**src/hdl/acbms_pkg.sv**
```systemverilog
// Package for the control-byte decoder and track/hold sequencer.
// Assumes a single system clock domain; serial pins are synchronised inside.
package acbms_pkg;
    // Control-byte field positions
    localparam int unsigned BIT_START     = 7;
    localparam int unsigned BIT_SEL_HI    = 6;
    localparam int unsigned BIT_SEL_MID   = 5;
    localparam int unsigned BIT_SEL_LO    = 4;
    localparam int unsigned BIT_POLARITY  = 3;
    localparam int unsigned BIT_INPUT_CFG = 2;
    localparam int unsigned BIT_POWER     = 1;
    localparam int unsigned BIT_CLK_SRC   = 0;
    // Byte and channel sizes, and the bit count at which tracking starts
    localparam int unsigned BYTE_BITS     = 8;
    localparam int unsigned NUM_CHAN      = 8;
    localparam int unsigned TRACK_AT_BIT  = 6;
    // Conversion length in serial clocks after hold
    localparam logic [3:0]  CONV_CLOCKS   = 4'h8;
    // Negative-input code for the common pin
    localparam logic [3:0]  MUX_COM       = 4'h8;
    // Reset values
    localparam logic [7:0]  CTRL_RESET    = 8'h00;
    localparam logic [3:0]  MUX_RESET     = 4'h0;
    // Least acquisition time, host side, in ns, and in system clocks
    localparam int unsigned CLK_SYS_NS       = 20;
    localparam int unsigned ACQUIRE_TIME_MIN = 1000;
    localparam int unsigned ACQUIRE_CYCLES   =
        (ACQUIRE_TIME_MIN + CLK_SYS_NS - 1) / CLK_SYS_NS;

    // Sequencer states, one-hot
    typedef enum logic [3:0] {
        ACBMS_IDLE  = 4'b0001,
        ACBMS_SHIFT = 4'b0010,
        ACBMS_CONV  = 4'b0100,
        ACBMS_DONE  = 4'b1000
    } acbms_state_t;
endpackage

```
**src/hdl/acbms_link_if.sv**
```systemverilog
// Interface carrying synchronised serial link events between the modules.
// Assumes both ends run on clk_sys.
`timescale 1ns/1ps
`default_nettype none
interface acbms_link_if;
    logic rise;   // Serial clock rising edge seen
    logic fall;   // Serial clock falling edge seen
    logic data;   // Serial data, synchronised
    logic sel;    // Chip select active, synchronised
    logic select_fall;  // Chip select went active
    modport src (output rise, fall, data, sel, select_fall);
    modport dst (input  rise, fall, data, sel, select_fall);
endinterface
`default_nettype wire

```
**src/hdl/acbms_pin_sync.sv**
```systemverilog
// Pin synchroniser and edge finder for the serial link pins.
// Assumes pins are asynchronous to clk_sys; two flops before any logic.
`timescale 1ns/1ps
`default_nettype none
module acbms_pin_sync (
    input  wire logic       clk_sys,
    input  wire logic       reset,
    input  wire logic       clk_en,
    input  wire logic       sclk,
    input  wire logic       din,
    input  wire logic       cs_n,
    acbms_link_if.src       link
);
    import acbms_pkg::*;

    typedef struct packed {
        logic [2:0] s1;   // First stage: sclk, din, cs_n
        logic [2:0] s2;   // Second stage
        logic [1:0] prev; // Previous sclk, cs_n
    } acbms_sync_t;

    acbms_sync_t st;
    acbms_sync_t next_st;

    ////////////////////////////////////////////////////////////////////////
    // Next state
    always_comb begin
        next_st      = st;
        next_st.s1   = {sclk, din, cs_n};
        next_st.s2   = st.s1;
        next_st.prev = {st.s2[2], st.s2[0]};
    end

    // Register
    always_ff @(posedge clk_sys or posedge reset) begin
        if (reset) begin
            st <= '{s1: 3'b001, s2: 3'b001, prev: 2'b01};
        end else if (clk_en) begin
            st <= next_st;
        end
    end

    // Edge detection compares the second stage with the previous values
    assign link.rise        = clk_en & st.s2[2] & ~st.prev[1];
    assign link.fall        = clk_en & ~st.s2[2] & st.prev[1];
    assign link.data        = st.s2[1];
    assign link.sel         = ~st.s2[0];
    assign link.select_fall = clk_en & ~st.s2[0] & st.prev[0];
endmodule
`default_nettype wire

```
**src/hdl/acbms_top.sv**
```systemverilog
// Control-byte decoder, input multiplexer and track/hold sequencer.
// Assumes serial pins asynchronous to clk_sys, host keeps link timing.
// Function
// Start tracking on serial clock fall after sixth control bit.
// Enter hold on serial clock fall after eighth control bit.
// Single-ended: negative side to common pin, sample positive channel.
// Differential: negative side to paired channel, convert the difference.
// After conversion, reconnect capacitor to the positive input.
// Eight-channel single-ended codes 000,100,001.. map channels 0 to 7.
// Eight-channel differential: low bits pick pair, top bit picks polarity.
// Four-channel variant ignores lowest select bit.
// First one bit after select falls is start of control byte.
// Bits 6 to 4 form the channel-select field.
// Bit 3 one means unipolar, zero bipolar.
// Bit 2 one means single-ended, zero differential.
// Bit 1 one keeps power on, zero powers down.
// Bit 0 one external clock, zero internal clock.
// Unipolar differential with negative input gives invalid code zero.
// Host sends a full control byte before every conversion.
// Host keeps tracking interval at least one microsecond.
// Acquisition spans two serial clocks, ends on fall after last bit.
// Data input is sampled on rising serial clock edges.
// Zero bits before the start bit are ignored.
// Conversion begins on serial clock fall after eighth bit.
// All control fields latch together at the eighth bit.
`timescale 1ns/1ps
`default_nettype none
module acbms_top (
    input  wire logic       clk_sys,
    input  wire logic       reset,
    input  wire logic       clk_en,
    input  wire logic       four_chan,
    input  wire logic       sclk,
    input  wire logic       din,
    input  wire logic       cs_n,
    input  wire logic       diff_negative,
    output logic            track,
    output logic            hold,
    output logic            converting,
    output logic [3:0]      mux_pos,
    output logic [3:0]      mux_neg,
    output logic            polarity_select,
    output logic            input_config_select,
    output logic            power_keep_on,
    output logic            conv_clock_source,
    output logic [2:0]      chan_sel,
    output logic            force_zero,
    output logic            byte_done
);
    import acbms_pkg::*;

    typedef struct packed {
        acbms_state_t state;
        logic [7:0]   shreg;
        logic [2:0]   bit_cnt;    // Bits taken, the start bit included
        logic [7:0]   ctrl;       // Latched control byte
        logic [3:0]   conv_cnt;
        logic         track;
        logic         hold;
        logic [3:0]   chan;       // Decoded positive channel
        logic [3:0]   pair;       // Decoded negative channel
        logic         byte_done;
        logic         pending;    // Eighth bit taken, waiting for fall
    } acbms_reg_t;

    acbms_reg_t   st;
    acbms_reg_t   next_st;
    acbms_link_if link ();

    logic [7:0]   full_byte;
    logic [3:0]   dec_pos;
    logic [3:0]   dec_neg;
    logic [2:0]   sel;

    ////////////////////////////////////////////////////////////////////////
    // Pin synchroniser
    acbms_pin_sync u_sync (
        .clk_sys (clk_sys),
        .reset   (reset),
        .clk_en  (clk_en),
        .sclk    (sclk),
        .din     (din),
        .cs_n    (cs_n),
        .link    (link)
    );

    ////////////////////////////////////////////////////////////////////////
    // Channel decode from the byte just completed
    always_comb begin
        full_byte = {st.shreg[6:0], link.data};
        sel       = full_byte[BIT_SEL_HI:BIT_SEL_LO];
        if (four_chan) begin
            sel[0] = 1'b0;
        end
        // Single-ended channel number is {mid, lo, hi}
        if (full_byte[BIT_INPUT_CFG]) begin
            dec_pos = {1'b0, sel[1], sel[0], sel[2]};
            if (four_chan) begin
                dec_pos = {2'b00, sel[1], sel[2]};
            end
            dec_neg = MUX_COM;
        end else begin
            // Pair index from lower bits, polarity from top bit
            dec_pos = {1'b0, sel[1], sel[0], sel[2]};
            dec_neg = {1'b0, sel[1], sel[0], ~sel[2]};
            if (four_chan) begin
                dec_pos = {2'b00, sel[1], sel[2]};
                dec_neg = {2'b00, sel[1], ~sel[2]};
            end
        end
    end

    ////////////////////////////////////////////////////////////////////////
    // Sequencer next state
    always_comb begin
        next_st           = st;
        next_st.byte_done = 1'b0;
        unique case (st.state)
            ACBMS_IDLE: begin
                if (link.sel && link.rise && link.data) begin
                    next_st.state   = ACBMS_SHIFT;
                    next_st.shreg   = 8'h01;
                    next_st.bit_cnt = 3'h1;
                end
            end
            ACBMS_SHIFT: begin
                if (!link.sel) begin
                    next_st.state = ACBMS_IDLE;
                    next_st.track = 1'b0;
                    // A cut after the eighth bit must not hold in the next frame
                    next_st.pending = 1'b0;
                end else if (link.rise && !st.pending) begin
                    next_st.shreg   = full_byte;
                    next_st.bit_cnt = st.bit_cnt + 3'h1;
                    if (st.bit_cnt == 3'(BYTE_BITS - 1)) begin
                        next_st.pending = 1'b1;
                        next_st.ctrl    = full_byte;
                        next_st.chan    = dec_pos;
                        next_st.pair    = dec_neg;
                        next_st.byte_done = 1'b1;
                    end
                end else if (link.fall) begin
                    if (st.bit_cnt == 3'(TRACK_AT_BIT)) begin
                        next_st.track = 1'b1;
                    end
                    if (st.pending) begin
                        next_st.track    = 1'b0;
                        next_st.hold     = 1'b1;
                        next_st.pending  = 1'b0;
                        next_st.conv_cnt = 4'h0;
                        next_st.state    = ACBMS_CONV;
                    end
                end
            end
            ACBMS_CONV: begin
                if (link.select_fall) begin
                    next_st.hold  = 1'b0;
                    next_st.state = ACBMS_IDLE;
                end else if (link.fall) begin
                    next_st.conv_cnt = st.conv_cnt + 4'h1;
                    if (st.conv_cnt == CONV_CLOCKS - 4'h1) begin
                        next_st.state = ACBMS_DONE;
                    end
                end
            end
            ACBMS_DONE: begin
                next_st.hold  = 1'b0;
                next_st.state = ACBMS_IDLE;
            end
            // Illegal one-hot code: fall back to idle
            default: begin
                next_st.state = ACBMS_IDLE;
            end
        endcase
    end

    // State register
    always_ff @(posedge clk_sys or posedge reset) begin
        if (reset) begin
            st <= '{state: ACBMS_IDLE, shreg: CTRL_RESET, bit_cnt: 3'h0,
                    ctrl: CTRL_RESET, conv_cnt: 4'h0, track: 1'b0,
                    hold: 1'b0, chan: MUX_RESET, pair: MUX_COM,
                    byte_done: 1'b0, pending: 1'b0};
        end else if (clk_en) begin
            st <= next_st;
        end
    end

    ////////////////////////////////////////////////////////////////////////
    // Outputs
    assign track               = st.track;
    assign hold                = st.hold;
    assign converting          = st.hold;
    assign mux_pos             = st.chan;
    assign mux_neg             = st.pair;
    assign chan_sel            = st.ctrl[BIT_SEL_HI:BIT_SEL_LO];
    assign polarity_select     = st.ctrl[BIT_POLARITY];
    assign input_config_select = st.ctrl[BIT_INPUT_CFG];
    assign power_keep_on       = st.ctrl[BIT_POWER];
    assign conv_clock_source   = st.ctrl[BIT_CLK_SRC];
    assign byte_done           = st.byte_done;
    // Unipolar differential with negative input forces code zero
    assign force_zero          = st.ctrl[BIT_POLARITY] & ~st.ctrl[BIT_INPUT_CFG]
                                 & diff_negative;
endmodule
`default_nettype wire

```
**config.mk**
```make
export PLATFORM = sky130hd
export DESIGN_NAME = acbms_top
export DESIGN_NICKNAME = d
export VERILOG_FILES = /design/src/hdl/acbms_pkg.sv /design/src/hdl/acbms_link_if.sv /design/src/hdl/acbms_pin_sync.sv /design/src/hdl/acbms_top.sv
export SDC_FILE = /design/constraint.sdc
export NUM_CORES = 1
export LEC_CHECK = 0
export BUFFER_PORTS_ARGS = -buffer_cell sky130_fd_sc_hd__buf_2
export CORE_MARGIN = 1.5
export CORE_UTILIZATION = 30
export DETAILED_ROUTE_END_ITERATION = 12
export HOLD_SLACK_MARGIN = 0.1
export PLACE_DENSITY = 0.46
export SYNTH_ARGS = -nofsm -noshare
export SYNTH_HDL_FRONTEND = slang
export SYNTH_HIERARCHICAL = 1
export SYNTH_SLANG_ARGS = --single-unit
```
**constraint.sdc**
```tcl
create_clock -name clk_sys -period 1.6 [get_ports clk_sys]
set_input_delay 0.16 -clock clk_sys [delete_from_list [all_inputs] [get_ports clk_sys]]
set_output_delay 0.16 -clock clk_sys [all_outputs]
set_load 0.005 [all_outputs]
```
==> results.json <==
{
  "status": "finished, violations left",
  "violations": "setup timing",
  "fin_setup_tns_ns": -2.23,
  "synth_warnings": 6,
  "drt_drc_violations_left": 0,
  "ys.flop_type": "dfrtp_1",
  "worstSkewPairLatency_ns": 0.31,
  "first_global_vias": 1566,
  "route.detailed.vias_per_inst": 4.57,
  "synth_common_cells": "dfrtp_1 (37), buf_4 (12), nand2_1 (12), o21ai_0 (12), inv_1 (10)",
  "grt_pass1_wl_microns": 7920,
  "start_util": 0.315,
  "synthArstFlopShare": 1.00,
  "rows": 30,
  "setup.worst_path.start_class": "flip-flop",
  "setup_viol": 28,
  "hp-class": "in2reg",
  "io_pins": 28,
  "required_ns": 1.79,
  "synth_most_common_cell": "dfrtp_1",
  "p_leak_nw": 1.44,
  "final_max_slew_viol_count": 0,
  "clk_pin_slew_ns": 0.09,
  "reg2regPathDepth": 4,
  "pre_cts_ws_ns": -0.141,
  "synthCells": 184,
  "ys_seq_elements": 42,
  "routed_wl_microns": 4590,
  "hold_depth": 3,
  "cts_tree": "built",
  "cp-end-kind": "flip-flop",
  "syn_area_sq_mm": 0.00218,
  "grt_antenna_before_repair": 0,
  "min_period_ns": 1.77,
  "maxCapViolCount": 0,
  "dp_hpwl_microns": 3140,
  "total_power_w": 0.00257,
  "die_y_microns": 88.2,
  "max_freq_ghz": 0.566,
  "numCtsBuffers": 5,
  "synth.avg_cell_area_sq_um": 11.8,
  "cp_max_fo": 6,
  "postLayoutCellArea_sq_mm": 0.00297,
  "power_density_mw_per_mm2": 864,
  "ir_worst_vdd_mv": 0.448,
  "utilization": 0.431,
  "core_area_sq_mm": 0.00691,
  "h-tree-depth": 2,
  "grt_max_degree": 35,
  "grt_overflow_total": 0,
  "crit_type": "reg2reg",
  "synth.top_cell.area_share": 0.425,
  "wl_per_cell_microns": 13.1,
  "synth_nets": 196,
  "vias": 1599,
  "numClockSinks": 42,
  "synthTopCellsByArea": "dfrtp_1 (43%), mux2_4 (6.2%), dfstp_2 (6.0%)",
  "gr-usage-all-layers": 0.133,
  "io_buffer_count": 26,
  "fin_crit_sh": 1.10,
  "num-nets-final": 265,
  "clock_path_buffers": 2,
  "worst_ep_arrival_time_ns": 1.96,
  "die_area_sq_mm": 0.00778,
  "fp.dieW_microns": 88.2,
  "dr.pass1.iters": 4,
  "ys_types": 50,
  "yosysSeqAreaShare": 0.486,
  "hold_violations": 0,
  "finClkSkew_ns": 0.0127,
  "antenna_left": 0,
  "area_delta_synth_final_pct": 36.6,
  "diodes": 0,
  "placed_cell_area_sq_mm": 0.00261,
  "drive_above_1_share": 0.594,
  "gp_congestion": 0.819,
  "rsz0062_at_grt": "true",
  "drt_iter0_drc": 81,
  "synth_top_cell_by_area": "dfrtp_1",
  "synth_edf_count": 0,
  "cts_root_buf": "clkbuf_8",
  "fin_ws_ns": -0.166
}
area by class of cell:
class / instances / area, sq um
clock inverters: 3 / 25.0
repair buffers: 80 / 576
fillers: 675 / 3930
flip-flops and latches: 42 / 1060
well taps: 96 / 120
inverters: 10 / 37.5
clock buffers: 5 / 68.8
multi-input cells: 114 / 1090
placed cells by master (no fill, tap or decap), types with 2 or more instances in the layout:
| master | instances |
|---|---|
| dlygate4sd3_1 | 5 |
| mux2_2 | 9 |
| nor4b_4 | 2 |
| nor2_4 | 4 |
| nand2_1 | 9 |
| a31oi_1 | 3 |
| nand3_1 | 3 |
| o21ai_0 | 9 |
| inv_1 | 9 |
| o21ai_4 | 2 |
| o21ai_2 | 2 |
| or4b_4 | 2 |
| o21ai_1 | 2 |
| nand2_2 | 2 |
| buf_2 | 26 |
| ha_1 | 4 |
| and2_4 | 2 |
| and2b_2 | 2 |
| nor2_1 | 2 |
| dfrtp_1 | 35 |
| nand4_1 | 2 |
| dfrtp_2 | 2 |
| a22o_2 | 8 |
| dfstp_2 | 5 |
| buf_4 | 44 |
| and3b_2 | 3 |
| a21oi_1 | 2 |
| o22a_1 | 2 |
| clkbuf_8 | 5 |
| and3_1 | 2 |
| mux2_4 | 9 |
| buf_6 | 4 |
flip-flops by register name, indices dropped and copies added (netlist names), 2 cells and up:
| name | cells |
|---|---|
| u_sync/next_st | 5 |
| chan_sel | 3 |
| u_sync/st | 2 |
| mux_neg | 4 |
| mux_pos | 2 |
| st | 12 |
| full_byte | 6 |
metrics by stage:
step | hold slack, ns | instances
detailed placement | 0.128 | 324
finish | 0.286 | 350
CTS | 0.288 | 343
floorplan | -0.0265 | 184
global route | 0.318 | 350
global placement | 0.132 | 324
logic make-up after synthesis:
family	synth area share
buf+inv	0.0828
simple gates	0.152
other cells	0.00172
flops	0.486
compound gates	0.142
mux	0.113
fa+ha+maj	0.0230
worst max-delay path, cell delays in order, from the launching register on:
cell and delay (ns):
dfrtp_2 0.46, or4b_4 0.57, nor2_4 0.20, o21ai_4 0.12, mux2_4 0.30
final timing paths:
path,startpoint,to,slack [ns]
setup / recovery,st[37]$_DFFE_PP0P_,full_byte[1]$_DFFE_PP0P_,-0.17
hold / removal,clk_en,u_sync/st[0]$_DFFE_PP1P_,0.29
setup reg to reg,st[37]$_DFFE_PP0P_,full_byte[1]$_DFFE_PP0P_,-0.17
hold reg to reg,mux_pos[2]$_DFFE_PP0P_,mux_pos[2]$_DFFE_PP0P_,0.48
max in group asynchronous,reset,mux_neg[3]$_DFFE_PP1P_,0.76
min in group asynchronous,reset,u_sync/next_st[1]$_DFFE_PP0P_,0.34
repair_timing:
action,CTS,global route
gates cloned,1,0
endpoints found under the setup margin,27,33
hold buffers,5,0
resized for setup,13,19
endpoints found under the hold margin,45,0
setup buffers,5,7
pin swaps,4,10
power by group:
| part | switching, W | leakage (nW) | internal [W] | total (W) |
|---|---|---|---|---|
| combinational | 0.000232 | 0.848 | 0.000351 | 0.000583 |
| clock | 0.000422 | 0.0447 | 0.000315 | 0.000737 |
| sequential | 0.0000800 | 0.550 | 0.00117 | 0.00125 |
routing by layer:
metal  wire, microns  vias to the layer above  global-route usage
li1                -                      796                   -
met1            2310                      769               0.190
met2            2030                       29               0.194
met3             179                        5              0.0349
met4              73                        0              0.0511
met5               0                        -                   0
(Power assumes the default switching activity.)
